<file path="src/logic/cifd_pkg.sv">
// constants, decode enumeration and carrier struct for the compact field decoder
// assumes one core clock; fetch path and register file sit outside the block
// Function
// - bit 26 of the two-halfword form picks plain or isa-switching jump-and-link
// - shift class minor bits 1..0: left, dword left, right logical, right arith
// - register-immediate add class bit 4: word add or dword add
// - 8-bit-immediate class function bits 10..8 decode; value 110 unassigned
// - three-register class bits 1..0: dword add, word add, dword sub, word sub
// - register-register class five-bit function, row bits 4..3, column 2..0
// - 64-bit-immediate class bits 10..8 decode eight dword-only operations
// - save/restore function uses bit 7: zero restore, one save
// - jump-register subclass ry decode; 011 and 111 unassigned
// - convert class ry decode for zero/sign extends; 011 and 111 unassigned
// - big-endian: first halfword bits 31..16, second bits 15..0
// - little-endian: first halfword bits 15..0, second bits 31..16
// - extended and jump-and-link forms are two halfwords in the same order
// - halfword at the program counter address is the instruction in both endians
// - uncacheable compressed fetch never exceeds one aligned word
// - uncacheable fetch may be one word or two halfwords; we use one word
// - register field 000 maps to register 16, 001 to register 17
// - register field 010 through 111 map unchanged to registers 2 through 7
// - two-operand word add: sign-extend imm8, add, keep 32 bits, sign-extend, write rx
// - two-operand word add never traps; wraps modulo two to the 32nd
// - source not a sign-extended word gives an undefined result
// - non-extensible encoding behind an extend prefix raises reserved instruction
package cifd_pkg;

  localparam int HW_W   = 16;
  localparam int WORD_W = 32;
  localparam int DW_W   = 64;
  localparam int REG_W  = 5;
  localparam int FLD_W  = 3;
  localparam int IMM8_W = 8;

  // field positions within a halfword
  localparam int MAJ_LSB        = 11;
  localparam int RX_LSB         = 8;
  localparam int RY_LSB         = 5;
  localparam int SAVE_BIT       = 7;
  localparam int RIA_BIT        = 4;
  localparam int ISA_SWITCH_BIT = 10;

  // major opcodes handled here
  localparam logic [4:0] MAJ_LINK_FORM = 5'h03;
  localparam logic [4:0] MAJ_SHIFT    = 5'h06;
  localparam logic [4:0] MAJ_RIA      = 5'h08;
  localparam logic [4:0] MAJ_ADDI8    = 5'h09;
  localparam logic [4:0] MAJ_IMM8     = 5'h0C;
  localparam logic [4:0] MAJ_THREE    = 5'h1C;
  localparam logic [4:0] MAJ_REGREG   = 5'h1D;
  localparam logic [4:0] MAJ_EXTEND   = 5'h1E;
  localparam logic [4:0] MAJ_IMM64    = 5'h1F;

  // register field translation
  localparam logic [FLD_W-1:0] XLAT_LIMIT = 3'h2;
  localparam logic [REG_W-1:0] XLAT_BASE  = 5'h10;

  // reset values
  localparam logic [1:0] RST_HW_LEFT = 2'h0;

  typedef enum logic [5:0] {
    OP_OTHER, OP_RESERVED, OP_JUMP_AND_LINK, OP_JUMP_LINK_ISA_SWITCH,
    OP_SHIFT_LEFT_LOGICAL, OP_DWORD_SHIFT_LEFT, OP_SHIFT_RIGHT_LOGICAL, OP_SHIFT_RIGHT_ARITH,
    OP_ADD_IMM_WORD3, OP_DWORD_ADD_IMM, OP_ADD_IMM_WORD,
    OP_BRANCH_T_ZERO, OP_BRANCH_T_NONZERO, OP_STORE_RA_SP, OP_ADJUST_STACK_PTR,
    OP_SAVE, OP_RESTORE, OP_COPY_TO_FULL_REG, OP_COPY_FROM_FULL_REG,
    OP_DWORD_ADD_UNSIGNED, OP_ADD_UNSIGNED_WORD, OP_DWORD_SUB_UNSIGNED, OP_SUB_UNSIGNED_WORD,
    OP_JUMP_REG_RX, OP_JUMP_REG_RA, OP_LINK_JUMP_REG,
    OP_COMPACT_JUMP_REG_RX, OP_COMPACT_JUMP_REG_RA, OP_COMPACT_LINK_JUMP_REG,
    OP_DEBUG_BREAKPOINT, OP_PRODUCT, OP_QUOTIENT, OP_REGREG_OTHER,
    OP_ZERO_EXT_BYTE, OP_ZERO_EXT_HALF, OP_ZERO_EXT_WORD,
    OP_SIGN_EXT_BYTE, OP_SIGN_EXT_HALF, OP_SIGN_EXT_WORD,
    OP_LOAD_DWORD_STACK, OP_STORE_DWORD_STACK, OP_STORE_RA_DWORD_STACK, OP_DWORD_ADJUST_STACK,
    OP_LOAD_DWORD_PCREL, OP_DWORD_ADD_IMM5, OP_DWORD_ADD_IMM_PCREL, OP_DWORD_ADD_IMM_STACK
  } cifd_op_t;

  typedef struct packed {
    cifd_op_t         op;
    logic [REG_W-1:0] rx;
    logic [REG_W-1:0] ry;
    logic             dwordOnly;
    logic             extended;
  } cifd_dec_t;

endpackage : cifd_pkg

</file>
<file path="src/logic/cifd_decoder.sv">
// compact instruction field decoder: halfword unpacking, minor-field decode,
// reserved detection and the two-operand word add writeback
// assumes fetchData is an aligned 32-bit element; rfRdData is a combinational
// read of rfRdIdx from the integer register file
`timescale 1ns/10ps
module cifd_decoder
  import cifd_pkg::*;
(
  // clock and reset
  input  wire logic              clk,
  input  wire logic              rst,
  // fetch side
  input  wire logic              fetchValid,
  input  wire logic [WORD_W-1:0] fetchData,
  input  wire logic              fetchSkipFirst,
  input  wire logic              fetchUncached,
  input  wire logic              bigEndian,
  output logic                   fetchReady,
  output logic                   fetchWide,
  // decode out
  output logic                   decValid,
  output cifd_dec_t              decInfo,
  output logic                   rsvdExc,
  // register file
  output logic      [REG_W-1:0]  rfRdIdx,
  input  wire logic [DW_W-1:0]   rfRdData,
  output logic                   rfWrEn,
  output logic      [REG_W-1:0]  rfWrIdx,
  output logic      [DW_W-1:0]   rfWrData
);

  logic [HW_W-1:0]   hwFirst_ff;
  logic [HW_W-1:0]   hwSecond_ff;
  logic [1:0]        hwLeft_ff;
  logic              hwValid;
  logic [HW_W-1:0]   hw;
  logic [4:0]        major;
  logic [HW_W-1:0]   pfx_ff;
  logic              pendPfx_ff;
  logic              isExt;
  logic              twoHalf;
  logic              fire;
  logic              nonExt;
  logic [REG_W-1:0]  rxPhys;
  logic [REG_W-1:0]  ryPhys;
  cifd_dec_t         nxtDec;
  logic              nxtRsvd;
  cifd_dec_t         dec_ff;
  logic              decValid_ff;
  logic              rsvd_ff;
  logic              execPend_ff;
  logic [IMM8_W-1:0] execImm_ff;
  logic [REG_W-1:0]  rfRdIdx_ff;
  logic              rfWrEn_ff;
  logic [REG_W-1:0]  rfWrIdx_ff;
  logic [DW_W-1:0]   rfWrData_ff;
  logic [WORD_W-1:0] sum;

  // one aligned word per fetch, never a double-word burst when uncached
  assign fetchWide  = !fetchUncached;
  // refill as the last held halfword leaves, so the stream has no bubble
  assign fetchReady = (hwLeft_ff <= 2'h1);
  assign hwValid    = (hwLeft_ff != RST_HW_LEFT);
  assign hw         = hwFirst_ff;
  assign major      = hw[MAJ_LSB +: 5];

  // lower address halfword leaves first in either endian
  always_ff @(posedge clk) begin
    if (rst) begin
      hwLeft_ff   <= RST_HW_LEFT;
      hwFirst_ff  <= '0;
      hwSecond_ff <= '0;
    end else if (fetchValid && fetchReady) begin
      if (fetchSkipFirst) begin
        hwFirst_ff <= bigEndian ? fetchData[HW_W-1:0] : fetchData[WORD_W-1:HW_W];
        hwLeft_ff  <= 2'h1;
      end else begin
        hwFirst_ff  <= bigEndian ? fetchData[WORD_W-1:HW_W] : fetchData[HW_W-1:0];
        hwSecond_ff <= bigEndian ? fetchData[HW_W-1:0] : fetchData[WORD_W-1:HW_W];
        hwLeft_ff   <= 2'h2;
      end
    end else if (hwValid) begin
      hwFirst_ff <= hwSecond_ff;
      hwLeft_ff  <= hwLeft_ff - 2'h1;
    end
  end

  // two-halfword forms wait for their second half from the same stream
  assign twoHalf = (major == MAJ_EXTEND) || (major == MAJ_LINK_FORM);
  assign isExt   = pendPfx_ff && (pfx_ff[MAJ_LSB +: 5] == MAJ_EXTEND);
  assign fire    = hwValid && (pendPfx_ff || !twoHalf);

  always_ff @(posedge clk) begin
    if (rst) begin
      pendPfx_ff <= 1'b0;
      pfx_ff     <= '0;
    end else if (hwValid) begin
      pendPfx_ff <= !pendPfx_ff && twoHalf;
      if (!pendPfx_ff) begin
        pfx_ff <= hw;
      end
    end
  end

  cifd_reg_xlat uRxXlat (
    .fld (hw[RX_LSB +: FLD_W]),
    .idx (rxPhys)
  );

  cifd_reg_xlat uRyXlat (
    .fld (hw[RY_LSB +: FLD_W]),
    .idx (ryPhys)
  );

  // in the imm8 class only the two full-register moves (101, 111) refuse a prefix
  assign nonExt = (major == MAJ_LINK_FORM) || (major == MAJ_EXTEND) || (major == MAJ_THREE)
                  || (major == MAJ_REGREG)
                  || ((major == MAJ_IMM8) && hw[RX_LSB] && hw[RX_LSB+2]);

  always_comb begin
    nxtDec          = '0;
    nxtDec.op       = OP_OTHER;
    nxtDec.rx       = rxPhys;
    nxtDec.ry       = ryPhys;
    nxtDec.extended = isExt;
    nxtRsvd         = 1'b0;
    if (pendPfx_ff && !isExt) begin
      nxtDec.op = pfx_ff[ISA_SWITCH_BIT] ? OP_JUMP_LINK_ISA_SWITCH : OP_JUMP_AND_LINK;
    end else begin
      case (major)
        MAJ_SHIFT: begin
          case (hw[1:0])
            2'h0: nxtDec.op = OP_SHIFT_LEFT_LOGICAL;
            2'h1: begin
              nxtDec.op        = OP_DWORD_SHIFT_LEFT;
              nxtDec.dwordOnly = 1'b1;
            end
            2'h2: nxtDec.op = OP_SHIFT_RIGHT_LOGICAL;
            default: nxtDec.op = OP_SHIFT_RIGHT_ARITH;
          endcase
        end
        MAJ_RIA: begin
          nxtDec.op        = hw[RIA_BIT] ? OP_DWORD_ADD_IMM : OP_ADD_IMM_WORD3;
          nxtDec.dwordOnly = hw[RIA_BIT];
        end
        MAJ_ADDI8: nxtDec.op = OP_ADD_IMM_WORD;
        MAJ_IMM8: begin
          case (hw[RX_LSB +: FLD_W])
            3'h0: nxtDec.op = OP_BRANCH_T_ZERO;
            3'h1: nxtDec.op = OP_BRANCH_T_NONZERO;
            3'h2: nxtDec.op = OP_STORE_RA_SP;
            3'h3: nxtDec.op = OP_ADJUST_STACK_PTR;
            3'h4: nxtDec.op = hw[SAVE_BIT] ? OP_SAVE : OP_RESTORE;
            3'h5: nxtDec.op = OP_COPY_TO_FULL_REG;
            3'h7: nxtDec.op = OP_COPY_FROM_FULL_REG;
            default: nxtRsvd = 1'b1;
          endcase
        end
        MAJ_THREE: begin
          nxtDec.dwordOnly = !hw[0];
          case (hw[1:0])
            2'h0: nxtDec.op = OP_DWORD_ADD_UNSIGNED;
            2'h1: nxtDec.op = OP_ADD_UNSIGNED_WORD;
            2'h2: nxtDec.op = OP_DWORD_SUB_UNSIGNED;
            default: nxtDec.op = OP_SUB_UNSIGNED_WORD;
          endcase
        end
        MAJ_REGREG: begin
          case (hw[4:0])
            5'h00: begin
              case (hw[RY_LSB +: FLD_W])
                3'h0: nxtDec.op = OP_JUMP_REG_RX;
                3'h1: nxtDec.op = OP_JUMP_REG_RA;
                3'h2: nxtDec.op = OP_LINK_JUMP_REG;
                3'h4: nxtDec.op = OP_COMPACT_JUMP_REG_RX;
                3'h5: nxtDec.op = OP_COMPACT_JUMP_REG_RA;
                3'h6: nxtDec.op = OP_COMPACT_LINK_JUMP_REG;
                default: nxtRsvd = 1'b1;
              endcase
            end
            5'h01: nxtDec.op = OP_DEBUG_BREAKPOINT;
            5'h11: begin
              nxtDec.dwordOnly = (hw[RY_LSB +: 2] == 2'h2);
              case (hw[RY_LSB +: FLD_W])
                3'h0: nxtDec.op = OP_ZERO_EXT_BYTE;
                3'h1: nxtDec.op = OP_ZERO_EXT_HALF;
                3'h2: nxtDec.op = OP_ZERO_EXT_WORD;
                3'h4: nxtDec.op = OP_SIGN_EXT_BYTE;
                3'h5: nxtDec.op = OP_SIGN_EXT_HALF;
                3'h6: nxtDec.op = OP_SIGN_EXT_WORD;
                default: nxtRsvd = 1'b1;
              endcase
            end
            5'h18: nxtDec.op = OP_PRODUCT;
            5'h1A: nxtDec.op = OP_QUOTIENT;
            5'h09, 5'h15: nxtRsvd = 1'b1;
            default: begin
              nxtDec.op        = OP_REGREG_OTHER;
              nxtDec.dwordOnly = (hw[4:0] == 5'h08) || (hw[4:0] == 5'h13)
                                 || (hw[4:0] == 5'h14) || (hw[4:0] == 5'h16)
                                 || (hw[4:0] == 5'h17) || (hw[4:3] == 2'h3 && hw[2]);
            end
          endcase
        end
        MAJ_IMM64: begin
          nxtDec.dwordOnly = 1'b1;
          case (hw[RX_LSB +: FLD_W])
            3'h0: nxtDec.op = OP_LOAD_DWORD_STACK;
            3'h1: nxtDec.op = OP_STORE_DWORD_STACK;
            3'h2: nxtDec.op = OP_STORE_RA_DWORD_STACK;
            3'h3: nxtDec.op = OP_DWORD_ADJUST_STACK;
            3'h4: nxtDec.op = OP_LOAD_DWORD_PCREL;
            3'h5: nxtDec.op = OP_DWORD_ADD_IMM5;
            3'h6: nxtDec.op = OP_DWORD_ADD_IMM_PCREL;
            default: nxtDec.op = OP_DWORD_ADD_IMM_STACK;
          endcase
        end
        default: nxtDec.op = OP_OTHER;
      endcase
      if (isExt && nonExt) begin
        nxtRsvd = 1'b1;
      end
    end
    if (nxtRsvd) begin
      nxtDec.op        = OP_RESERVED;
      nxtDec.dwordOnly = 1'b0;
    end
  end

  always_ff @(posedge clk) begin
    if (rst) begin
      decValid_ff <= 1'b0;
      rsvd_ff     <= 1'b0;
      dec_ff      <= '0;
    end else begin
      decValid_ff <= fire;
      rsvd_ff     <= fire && nxtRsvd;
      if (fire) begin
        dec_ff <= nxtDec;
      end
    end
  end

  // read issued with the decode; write one cycle later
  // limitation: back-to-back adds to one register need the file's bypass
  always_ff @(posedge clk) begin
    if (rst) begin
      execPend_ff <= 1'b0;
      execImm_ff  <= '0;
      rfRdIdx_ff  <= '0;
    end else begin
      execPend_ff <= fire && (nxtDec.op == OP_ADD_IMM_WORD) && !nxtDec.extended;
      if (fire) begin
        execImm_ff <= hw[IMM8_W-1:0];
        rfRdIdx_ff <= rxPhys;
      end
    end
  end

  // no overflow check: a non-word source just yields whatever the low half gives
  assign sum = rfRdData[WORD_W-1:0] + {{(WORD_W-IMM8_W){execImm_ff[IMM8_W-1]}}, execImm_ff};

  always_ff @(posedge clk) begin
    if (rst) begin
      rfWrEn_ff   <= 1'b0;
      rfWrIdx_ff  <= '0;
      rfWrData_ff <= '0;
    end else begin
      rfWrEn_ff <= execPend_ff;
      if (execPend_ff) begin
        rfWrIdx_ff  <= rfRdIdx_ff;
        rfWrData_ff <= {{(DW_W-WORD_W){sum[WORD_W-1]}}, sum};
      end
    end
  end

  assign decValid = decValid_ff;
  assign decInfo  = dec_ff;
  assign rsvdExc  = rsvd_ff;
  assign rfRdIdx  = rfRdIdx_ff;
  assign rfWrEn   = rfWrEn_ff;
  assign rfWrIdx  = rfWrIdx_ff;
  assign rfWrData = rfWrData_ff;
endmodule : cifd_decoder

</file>
<file path="src/logic/cifd_reg_xlat.sv">
// translates a 3-bit compressed register field to a full register index
// assumes nothing; purely combinational
`timescale 1ns/10ps
module cifd_reg_xlat
  import cifd_pkg::*;
(
  // field in
  input  wire logic [FLD_W-1:0] fld,
  // register index out
  output logic      [REG_W-1:0] idx
);

  always_comb begin
    if (fld < XLAT_LIMIT) begin
      idx = XLAT_BASE | {2'h0, fld};
    end else begin
      idx = {2'h0, fld};
    end
  end

endmodule : cifd_reg_xlat

</file>
<file path="config.mk">
export PLATFORM = sky130hd
export DESIGN_NAME = cifd_decoder
export DESIGN_NICKNAME = d
export VERILOG_FILES = /design/src/logic/cifd_pkg.sv /design/src/logic/cifd_decoder.sv /design/src/logic/cifd_reg_xlat.sv
export SDC_FILE = /design/constraint.sdc
export NUM_CORES = 1
export LEC_CHECK = 0
export BUFFER_PORTS_ARGS = -buffer_cell sky130_fd_sc_hd__buf_2
export CAP_MARGIN = 20
export CORE_AREA = 2 2 161 163
export CTS_CLUSTER_DIAMETER = 120
export DETAILED_ROUTE_END_ITERATION = 6
export DIE_AREA = 0 0 163 165
export GPL_TIMING_DRIVEN = 0
export PLACE_DENSITY = 0.59
export SLEW_MARGIN = 25
export SYNTH_ARGS = -nofsm -noshare
export SYNTH_HDL_FRONTEND = slang
export SYNTH_SLANG_ARGS = --single-unit
export TNS_END_PERCENT = 20
</file>
<file path="constraint.sdc">
create_clock -name clk -period 10.1 [get_ports clk]
set_input_delay 0.505 -clock clk [delete_from_list [all_inputs] [get_ports clk]]
set_output_delay 0.505 -clock clk [all_outputs]
set_load 0.02 [all_outputs]
</file>
==> key figures, run 1 <==
Run status
  – Status: finished, final reports clean

STA
  – Post-route clock skew: 11.4 ps
  – Endpoints failing setup: 0
  – Unrepaired setup endpoints after global routing: no
  – Slew @ Worst Pin: between 800 and 900 ps
  – Final max-slew violation count: 0
  – Crit path time final: 3510 ps
  – Slew headroom: 40.9%
  – Final worst-path cycle share: 34.8%
  – Setup tns final: 0 ps
  – Max Clk Rate: 285 MHz
  – Final Hold Viols: 0

Floorplanning
  – Core ar.: 25000 µm²
  – Row cnt: 58
  – Die area: 26900 µm²
  – Die Y: 165 µm
  – Initial Utilization: 27.9%
  – Io pins: 199
  – Die width: 163 µm

Clocking
  – CTS Hold Bufs: 0
  – Longest Clk Path Bufs: 2
  – Gates resized, CTS repair: 0
  – CTS H-tree depth: 3
  – Clock-pin slew on the worst setup and hold paths: 80 ps
  – Root Driver: clkbuf_16
  – CTS tree: built
  – TritonCTS Sinks: 102
  – Cts bufs inserted: 9
  – Clock latency on the worst-skew pair: 360 ps
  – # Post-CTS Setup Buffers: 0

Place
  – Dpl cells: 1382
  – Dpl hpwl: 17100 µm
  – DP Area: around 8000 µm²
  – Buffers on Ports: approximately 160
  – Gp weighted congestion: 0.919

GRT
  – First-pass GRT wire length: around 34000 µm
  – Initial antenna violation count: 0
  – Number of global-route vias before repair: 6321
  – GRT Resource Usage Total: 16.2%
  – Grt ovf: 0
  – Largest net degree at the start of global routing: 36

Power and ir drop
  – P_leak: 0.00388 µW
  – Sequential power share: a little under two fifths
  – P_int: 754 µW
  – Gate power share: 32.6%
  – Max VDD drop: 0.0794 mV
  – Clock power share: 29.7%
  – Sw Ratio: 37.1%
  – Power per Cell Area: 141 nW/µm²
  – Switching pwr: approximately 440 µW

Synth
  – Syn_area_per_cell: 7.85 µm²
  – Post-synth top cells: nor2_1 (106), dfxtp_1 (102), a21oi_1 (89)
  – Post-synth EDFFs: 0
  – Post-synth top area cell: dfxtp_1
  – Top area cells in the synthesized netlist: dfxtp_1 (29%), ha_1 (7.0%), mux2i_1 (6.9%), a21oi_1 (6.4%), a211oi_1 (5.8%)
  – Most frequent cell after synthesis: nor2_1
  – Post-Syn Instances: 888
  – Flops & latches, synth: roughly 100
  – Synth unique cells: 74
  – Post-synthesis sequential area ratio: 29.3%
  – Ys async rst share: 0%
  – Prevailing post-synth register cell: dfxtp_1
  – Post-Syn Area: roughly 7000 µm²
  – Yosys top cell area share: a little under 30%
  – YS warnings: 0

Detailed routing
  – Final ANT Viol Nets: 0
  – DRT iter0 DRCs: 402
  – Routed wire length: between 20000 and 25000 µm
  – Vias/cell: 4.88
  – DRC viols: 0
  – Routed wl met2: roughly 11000 µm
  – DR pass1 iterations: 5
  – DR top layer: met4
  – M1 wire length: ~10000 µm
  – Vias: 6824
  – DR WL met3: 978 µm
  – WL per Instance: around 16 µm

Cells and area
  – Layout cells sized above 1: 23.1%
  – Multi-input logic area: approximately 4300 µm²
  – Fillcell total: between 2000 and 3000
  – Final nets: 1205
  – Reg area: 2040 µm²
  – N_diodes: 0
  – Synth-to-Final Area Change: 22.0%
  – Filler-free cell count of the finished design: about 1400
  – Final Instance Area: 8510 µm²

Flow run
  – Max_cap viols: 0

Setup path
  – Largest fanout on the critical path: 7
  – Worst Path Arrival: 3710 ps
  – Critical path data required time: 10300 ps
  – R2r setup slk: between 6000 and 7000 ps
  – Critical path launch point type: flip-flop
  – Critical setup path kind: reg2reg
  – CP Capture Type: flip-flop

Hold path
  – Min-delay worst type: in2reg
-- power groups by stage --
stage	clock [µW]	combinational [µW]	sequential [µW]
finish	357	390	452
global route	383	435	457
CTS	369	388	452
detailed placement	0	386	462
global placement	0	383	461
floorplan	0	282	458
-- logic make-up (layout without fill, tap and decap cells) --
group / count (synthesis) / in the layout / synth area share, %
AOI/OAI and AO/OA: 270 / 270 / 25.1
and+or+nand+nor: 277 / 277 / 18.2
adders and majority gates: 40 / 40 / 7.28
other: 1 / 4 / 0.0538
buffers and inverters: 123 / 300 / 9.78
DFF: 102 / 102 / 29.3
muxes: 49 / 49 / 7.05
xor gates and xnor gates: 26 / 26 / 3.27
-- layout by cell type, fill, tap and decap left out, types with 14 or more instances in the layout --
cell type,count
nor3_1,14
a21o_1,22
clkbuf_1,45
inv_1,20
a21oi_1,89
nor2b_1,20
ha_1,39
nor2_1,106
nand2_1,78
dfxtp_1,100
a211oi_1,54
buf_2,163
o21ai_0,36
mux2i_1,48
buf_4,44
-- sequential cells by signal, summed over array words and instances, names as in the netlist --
signal and cells:
hwLeft_ff 2, pendPfx_ff 1, rfWrIdx 4, hw 16, execImm_ff 7, decValid 1
pfx_ff 6, rfWrData 32, execPend_ff 1, rsvdExc 1, decInfo 10, rfRdIdx 4
hwSecond_ff 16, rfWrEn 1
-- per-stage QoR --
| step | power, µW | worst slack [ps] | hold slack, ps | util [%] |
|---|---|---|---|---|
| after detailed placement | 848 | 6660 | 442 | 32.8 |
| final | 1200 | 6590 | 455 | 34.0 |
| after global placement | 844 | 6250 | 436 | 32.8 |
| after floorplan | 740 | 6870 | 440 | - |
| after CTS | 1210 | 6670 | 447 | 34.0 |
| after global routing | 1270 | 6420 | 479 | 34.0 |
-- per-layer routing --
metal,up-vias,GRT usage (%)
met1,3154,21.5
met4,0,3.06
met3,10,2.79
met5,-,0
li1,3494,-
met2,166,27.6
-- worst max-delay path, stage by stage (launching register included) --
cell and delay [ps]:
dfxtp_1 550, inv_1 140, ha_1 280, nor2b_1 170
a32oi_1 200, o32a_1 190, o22ai_1 110, a31oi_1 380
nand3_1 250, nor4_1 480, nand2_1 120, nor4_1 460
-- final cells by class --
| type | count | share of cell area, % |
|---|---|---|
| Sequential cell | 102 | 24.0 |
| Clock inverter | 7 | 0.882 |
| Clock buffer | 9 | 2.65 |
| Inverter | 21 | 0.927 |
| Tap cell | 330 | 4.85 |
| Timing Repair Buffer | 161 | 9.47 |
| Buffer | 102 | 7.09 |
| Multi-Input combinational cell | 666 | 50.1 |
-- path summary, 6_finish.rpt --
| check | cells after the start | from | endpoint |
|---|---|---|---|
| worst max register to register | 11 | hw[0] | execPend_ff |
| worst max-delay path | 11 | hw[0] | execPend_ff |
| worst min register to register | 2 | decInfo[13] | decInfo[13] |
| worst min-delay path | 3 | fetchSkipFirst | hwLeft_ff[0] |
Note: power is estimated with default switching activity, not from simulation.
==> run 2: changes to the inputs <==
--- a/config.mk
+++ b/config.mk
@@ -5,14 +5,15 @@
 export SDC_FILE = /design/constraint.sdc
 export NUM_CORES = 1
 export LEC_CHECK = 0
+export ABC_AREA = 1
 export BUFFER_PORTS_ARGS = -buffer_cell sky130_fd_sc_hd__buf_2
 export CAP_MARGIN = 20
-export CORE_AREA = 2 2 161 163
+export CORE_AREA = 2 2 169 171
 export CTS_CLUSTER_DIAMETER = 120
 export DETAILED_ROUTE_END_ITERATION = 6
-export DIE_AREA = 0 0 163 165
+export DIE_AREA = 0 0 171 173
 export GPL_TIMING_DRIVEN = 0
-export PLACE_DENSITY = 0.59
+export PLACE_DENSITY = 0.6
 export SLEW_MARGIN = 25
 export SYNTH_ARGS = -nofsm -noshare
 export SYNTH_HDL_FRONTEND = slang
==> constraint.sdc (replaced) <==
create_clock -name clk -period 3 [get_ports clk]
set_input_delay 0.15 -clock clk [delete_from_list [all_inputs] [get_ports clk]]
set_output_delay 0.15 -clock clk [all_outputs]
set_load 0.02 [all_outputs]
==> run 2 against run 1 <==
Effect of this change: clock power grew to 3.5 times the previous value; flip-flop and latch count is the same; critical path depth grew 1; utilization shrank 0.31 points; register-to-register slack lost 6100 ps; via count grew 21%; synthesized cell count grew 43%; sequential share of layout area shrank 2.1 points; area after synthesis grew 10%; setup slack lost 6100 ps; wire length grew 12%; power grew to 3.6 times the previous value; largest cell class unchanged.
==> key figures, run 2 <==
Place
  – Dpl hpwl: 20100 µm (+18%)
  – Gp weighted congestion: 0.908 (-1.3%)
  – Buffers on Ports: 160 (-0.62%)

Setup path
  – Critical-path cell list: ha_1 > nand2_1 > inv_1 > a21oi_1 > and2_1 > nand2_1 > nand2_1 > nand2_1 > nand2_1 > nand3_1 > nand2_1 > inv_1
  – CP dominant cell by count: nand2_1
  – Critical setup path kind: reg2reg
  – Worst Path Arrival: 2760 ps (-950 ps)
  – CP Capture Type: flip-flop
  – Critical path data required time: 3260 ps (-7040 ps)
  – Cell depth of the worst setup path: 12 (+1)
  – Max incr delay on CP: 750 ps (+200 ps)
  – Top delay family on crit path: simple AND/OR/NAND/NOR gates
  – Critical path launch point type: flip-flop
  – Count of cells along the worst register-to-register path: 12 (+1)
  – Bufs and invs on worst path: 2 (+1)
  – Slowest stage cell on the critical path: dfxtp_2
  – Largest fanout on the critical path: 27 (+20)

Clocking
  – Cts bufs inserted: 9 (unchanged)
  – # Post-CTS Setup Buffers: 0 (unchanged)
  – CTS Hold Bufs: 0 (unchanged)
  – CTS H-tree depth: 3 (unchanged)
  – TritonCTS Sinks: 102 (unchanged)
  – Longest Clk Path Bufs: 2 (unchanged)
  – Gates resized, CTS repair: 0 (unchanged)
  – Clock latency on the worst-skew pair: 370 ps (about the same)
  – Root Driver: clkbuf_16
  – CTS tree: built
  – Clock-pin slew on the worst setup and hold paths: 100 ps (+20 ps)

Cells and area
  – Reg area: 2040 µm² (about the same)
  – Synth-to-Final Area Change: 21.0%
  – Most common cell after layout, fill and taps aside: nand2_1
  – Fillcell total: 3125 (+14%)
  – Most frequent cells in the layout: nand2_1 (356), inv_1 (180), buf_2 (170), nor2_1 (157), dfxtp_1 (101)
  – Multi-input logic area: 4430 µm² (+3.9%)
  – N_diodes: 0 (unchanged)
  – Final nets: 1590 (+32%)
  – Max FFs per register: 32 (unchanged)
  – Layout cells sized above 1: 18.4% (-4.8 points)

Synth
  – Post-synth EDFFs: 0 (unchanged)
  – Post-synth top cells: nand2_1 (356), inv_1 (180), nor2_1 (157)
  – Post-Syn Instances: 1274 (+43%)
  – Most frequent cell after synthesis: nand2_1
  – Post-synthesis sequential area ratio: 26.6% (-2.7 points)
  – Flops & latches, synth: 102 (unchanged)
  – Top area cells in the synthesized netlist: dfxtp_1 (27%), nand2_1 (17%), inv_1 (8.8%), nor2_1 (7.7%), ha_1 (6.3%)
  – Synth unique cells: 44 (-41%)
  – Prevailing post-synth register cell: dfxtp_1
  – Post-Syn Area: 7690 µm² (+10%)
  – Syn_area_per_cell: 6.03 µm² (-23%)
  – Yosys top cell area share: 26.6% (-2.7 points)
  – Ys async rst share: 0% (unchanged)
  – YS warnings: 0 (unchanged)
  – Post-synth top area cell: dfxtp_1

STA
  – Final hold slack: 173 ps (-282 ps)
  – Slew @ Worst Pin: 956 ps (+70.2 ps)
  – Max Clk Rate: 399 MHz (+40%)
  – Final worst-path cycle share: 83.5% (+49 points)
  – Crit path time final: 2500 ps (-1010 ps)
  – Setup tns final: 0 ps (unchanged)
  – Unrepaired setup endpoints after global routing: no
  – Final Hold Viols: 0 (unchanged)
  – Endpoints failing setup: 0 (unchanged)
  – Final max-slew violation count: 0 (unchanged)
  – Slew headroom: 36.2% (-4.8 points)
  – Post-route clock skew: 20.6 ps (+9.25 ps)

GRT
  – Number of global-route vias before repair: 7679 (+21%)
  – GRT Resource Usage Total: 16.6% (+0.46 points)
  – Grt ovf: 0 (unchanged)
  – Initial antenna violation count: 0 (unchanged)
  – First-pass GRT wire length: 39100 µm (+14%)
  – Largest net degree at the start of global routing: 35 (-2.8%)

Floorplanning
  – Die width: 171 µm (+4.9%)
  – Io pins: 199 (unchanged)
  – Initial Utilization: 27.8% (-0.037 points)
  – Core ar.: 27600 µm² (+10%)
  – Die Y: 173 µm (+4.8%)
  – Row cnt: 61 (+5.2%)
  – Die area: 29600 µm² (+10%)

Detailed routing
  – DRC viols: 0 (unchanged)
  – WL per Instance: 13.5 µm (-14%)
  – Final ANT Viol Nets: 0 (unchanged)
  – Routed wire length: 24700 µm (+12%)
  – Vias: 8271 (+21%)
  – DR pass1 iterations: 5 (unchanged)
  – DRT iter0 DRCs: 509 (+27%)
  – Vias/cell: 4.52 (-7.5%)

Hold path
  – Min-delay worst type: in2reg
  – WHS Path Cells: 5 (+2)

Flow run
  – Max_cap viols: 0 (unchanged)

Power and ir drop
  – Power per Cell Area: 463 nW/µm² (+230%)
  – Max VDD drop: 0.291 mV (+270%)
  – P_leak: 0.00523 µW (+35%)

Run status
  – Status: finished, final reports clean
==> run 2: cell count changes after synthesis, moves of 20 or more <==
cell,previous run,this run
a21o_1,22,0
nor2_1,106,157
nor2b_1,20,0
a211oi_1,54,0
inv_1,20,180
nand3_1,12,87
mux2i_1,48,0
nand2_1,78,356
clkbuf_1,45,19
o21ai_0,36,76
==> run 2: layout make-up <==
type	instances	area share [%]
Multi-Input combinational cell	905	47.6
Sequential cell	102	22.0
Timing Repair Buffer	160	8.61
Inverter	186	7.51
Buffer	84	5.70
Tap cell	378	5.08
Clock buffer	9	2.42
Clock inverter	7	1.12
==> run 2: cell families (layout without fill, tap and decap cells) <==
group,Yosys count,after routing,share of synthesized area [%]
buffers and inverters,270,446,16.0
adders and majority gates,40,40,6.61
DFF,102,102,26.6
xor gates and xnor gates,14,14,1.60
other,1,4,0.0488
AOI/OAI and AO/OA,210,210,15.3
and+or+nand+nor,637,637,33.9
==> run 2: path summary, 6_finish.rpt <==
| check | start | end | slack, ps |
|---|---|---|---|
| max | decInfo[4] | rfWrData[22] | 500 |
| min | fetchData[10] | hwSecond_ff[10] | 170 |
| max reg2reg | decInfo[4] | rfWrData[22] | 500 |
| min reg2reg | decInfo[15] | decInfo[15] | 450 |
==> run 2: worst register-to-register path, delay by kind of cell (launching register included) <==
| family | cells | cell delay (ps) |
|---|---|---|
| AOI/OAI and AO/OA | 1 | 230 |
| adders and majority gates | 1 | 410 |
| buffers and inverters | 2 | 100 |
| DFF | 1 | 750 |
| and+or+nand+nor | 8 | 910 |
==> run 2: per-layer routing <==
metal  GRT usage, %  part of all wire [%]  up-vias
met2           29.0                    48      260
li1               -                     -     4337
met5              0                     0        -
met1           21.3                    44     3650
met4           3.95                   1.5        0
met3           2.61                   5.8       24
==> run 2: metrics by stage <==
| stage | util, % | instance area [µm²] | setup slack (ps) | instances | power, µW |
|---|---|---|---|---|---|
| 6_report | 33.7 | 9300 | 495 | 1831 | 4300 |
| 4_1_cts | 33.7 | 9300 | 489 | 1831 | 4340 |
| 2_1_floorplan | - | 7700 | 853 | 1277 | 2640 |
| 3_5_place_dp | 32.5 | 8970 | 519 | 1815 | 3080 |
| 5_1_grt | 33.7 | 9300 | 278 | 1831 | 4610 |
| 3_3_place_gp | 32.5 | 8970 | 103 | 1815 | 3060 |
==> run 2: where the power goes <==
group / switching, µW / total [µW] / internal (µW) / leakage (µW)
Combinational: 961 / 1460 / 500 / 0.00424
Clock: 632 / 1250 / 615 / 0.000158
Sequential: 127 / 1590 / 1470 / 0.000831
Total: 1720 / 4300 / 2580 / 0.00523
==> run 3: changes to the inputs <==
==> constraint.sdc (replaced) <==
create_clock -name clk -period 2.2 [get_ports clk]
set_input_delay 0.11 -clock clk [delete_from_list [all_inputs] [get_ports clk]]
set_output_delay 0.11 -clock clk [all_outputs]
set_load 0.02 [all_outputs]
==> run 3 against run 2 <==
Effect of this change: count of clock-buffer cells in the layout is the same; critical path depth is 1 lower; sequential share of layout area fell by 0.54 points; first-iteration DRC count grew 4.5%; critical endpoint is now rfWrData[26]; highest routed layer unchanged; wire length is 1.8% higher; flip-flop and latch count unchanged; die area stayed put; via count is 0.77% higher; setup slack got worse by 350 ps; global-route usage is 0.086 points higher; critical path type unchanged; largest power group unchanged; clock skew decreased by 2.0 ps.
==> key figures, run 3 (synthesis gave the netlist of run 2 again) <==
Clocking
  – Cts bufs inserted: 9 (unchanged)
  – TritonCTS Sinks: 102 (unchanged)
  – Clock-pin slew on the worst setup and hold paths: 90 ps (about the same)
  – CTS tree: built
  – Root Driver: clkbuf_16
  – Clock latency on the worst-skew pair: 370 ps (about the same)
  – CTS Hold Bufs: 0 (unchanged)
  – CTS H-tree depth: 3 (unchanged)
  – Longest Clk Path Bufs: 2 (unchanged)

Setup path
  – Worst r2r dst: rfWrData[26]
  – Count of cells along the worst register-to-register path: 11 (-1)
  – Worst Path Arrival: 2320 ps (-440 ps)
  – Largest fanout on the critical path: 13 (-52%)
  – Critical setup path kind: reg2reg
  – Critical path launch point type: flip-flop
  – Critical path data required time: 2460 ps (-800 ps)
  – CP Capture Type: flip-flop
  – R2r setup slk: 140 ps (-350 ps)
  – Crit Reg-Reg Startpoint: decInfo[4]

STA
  – Crit path time final: 2060 ps (-447 ps)
  – Final max-slew violation count: 0 (unchanged)
  – Post-route clock skew: 18.6 ps (-1.97 ps)
  – Final Hold Viols: 0 (unchanged)
  – Slew @ Worst Pin: 956 ps (+0.115 ps)
  – Final hold slack: 133 ps (-39.7 ps)
  – Slew headroom: 36.1% (about the same)
  – Final worst-path cycle share: 93.5% (+10 points)
  – Unrepaired setup endpoints after global routing: yes
  – Endpoints failing setup: 0 (unchanged)
  – Max Clk Rate: 486 MHz (+22%)
  – Setup tns final: 0 ps (unchanged)

Detailed routing
  – DR pass1 iterations: 5 (unchanged)
  – DRC viols: 0 (unchanged)
  – Vias: 8335 (+0.77%)
  – Routed wl met2: 12100 µm (+1.8%)
  – Routed wire length: 25100 µm (+1.8%)
  – WL per Instance: 13.7 µm (+1.6%)
  – M1 wire length: 11200 µm (+2.4%)
  – Final ANT Viol Nets: 0 (unchanged)
  – Vias/cell: 4.54 (+0.61%)
  – DR WL met3: 1370 µm (-4.2%)
  – DR top layer: met4
  – DRT iter0 DRCs: 532 (+4.5%)

Place
  – Gp weighted congestion: 0.908 (unchanged)
  – Dpl hpwl: 20100 µm (unchanged)
  – DP Area: 8970 µm² (unchanged)
  – Buffers on Ports: 160 (unchanged)

Floorplanning
  – Initial Utilization: 27.8% (unchanged)
  – Die width: 171 µm (unchanged)
  – Io pins: 199 (unchanged)
  – Row cnt: 61 (unchanged)
  – Core ar.: 27600 µm² (unchanged)
  – Die Y: 173 µm (unchanged)
  – Die area: 29600 µm² (unchanged)

Hold path
  – Min-delay worst type: in2reg
  – Hold path start: fetchData[1]
  – WHS Path Cells: 5 (unchanged)
  – WHS Endpoint: hwSecond_ff[1]

Cells and area
  – N_diodes: 0 (unchanged)
  – Final nets: 1593 (+0.19%)
  – Synth-to-Final Area Change: 24.3%
  – Most common cell after layout, fill and taps aside: nand2_1
  – Most frequent cells in the layout: nand2_1 (351), inv_1 (180), buf_2 (170), nor2_1 (148), dfxtp_1 (100)
  – Max FFs per register: 32 (unchanged)
  – Layout cells sized above 1: 21.8% (+3.4 points)
  – Final Instance Area: 9560 µm² (+2.7%)

GRT
  – Initial antenna violation count: 0 (unchanged)
  – GRT Resource Usage Total: 16.7% (+0.086 points)
  – Number of global-route vias before repair: 7687 (+0.10%)
  – Grt ovf: 0 (unchanged)
  – First-pass GRT wire length: 39300 µm (+0.41%)
  – Largest net degree at the start of global routing: 35 (unchanged)

Power and ir drop
  – Power per Cell Area: 626 nW/µm² (+35%)
  – P_leak: 0.00525 µW (+0.46%)
  – Design Power: 5980 µW (+39%)
  – Max VDD drop: 0.397 mV (+36%)

Flow run
  – Max_cap viols: 0 (unchanged)

Run status
  – Status: finished, final reports clean
[run 3: power breakdown]
group          internal [µW]  total, µW  switching, µW
combinational            746       2120           1370
clock                    839       1710            868
sequential              2000       2160            159
[run 3: final cells by class]
class                   instances  area, µm²
inverters                     186        698
multi-input cells             905       4630
well taps                     378        473
fillers                      3098      18100
plain buffers                  83        527
clock inverters                 7        104
clock buffers                   9        225
flip-flops and latches        102       2050
repair buffers                164        855
[run 3: repair_timing]
action / CTS / global route
setup endpoints to repair: 19 / 20
pin swaps: 0 / 2
gates resized for setup: 1 / 53
setup buffers: 1 / 3
[run 3: worst max-delay path by stage]
stage | from | end | slack (ps) | cells after the start
floorplan | decInfo[4] | rfWrData[30] | 50 | 12
global placement | decInfo[4] | rfWrData[30] | -700 | 12
detailed placement | decInfo[4] | rfWrData[22] | -280 | 12
CTS | decInfo[4] | rfWrData[30] | 8 | 14
global route | decInfo[4] | rfWrData[28] | -50 | 11
finish | decInfo[4] | rfWrData[26] | 140 | 11
[run 3: per-layer routing]
layer  vias to the layer above  global-route usage (%)
met4                         0                    3.95
met5                         -                       0
met3                        26                    2.61
met1                      3723                    21.5
li1                       4339                       -
met2                       247                    29.1
[run 3: critical path: stages, from the launching register on]
cell     delay, ps
dfxtp_4        390
buf_8          170
ha_1           360
nand2_1        160
nor2_1         230
nand2_1        120
nor2_1         100
nand2_1         70
nand3_1         90
nand3_1        110
nand2_1        100
inv_1           40
[run 3: per-stage QoR]
stage	setup WS [ps]	utilization [%]	std cells
after global routing	-49.8	34.6	1834
after CTS	7.93	33.7	1832
after floorplan	53.4	-	1277
final	142	34.6	1834
after detailed placement	-281	32.5	1815
after global placement	-697	32.5	1815
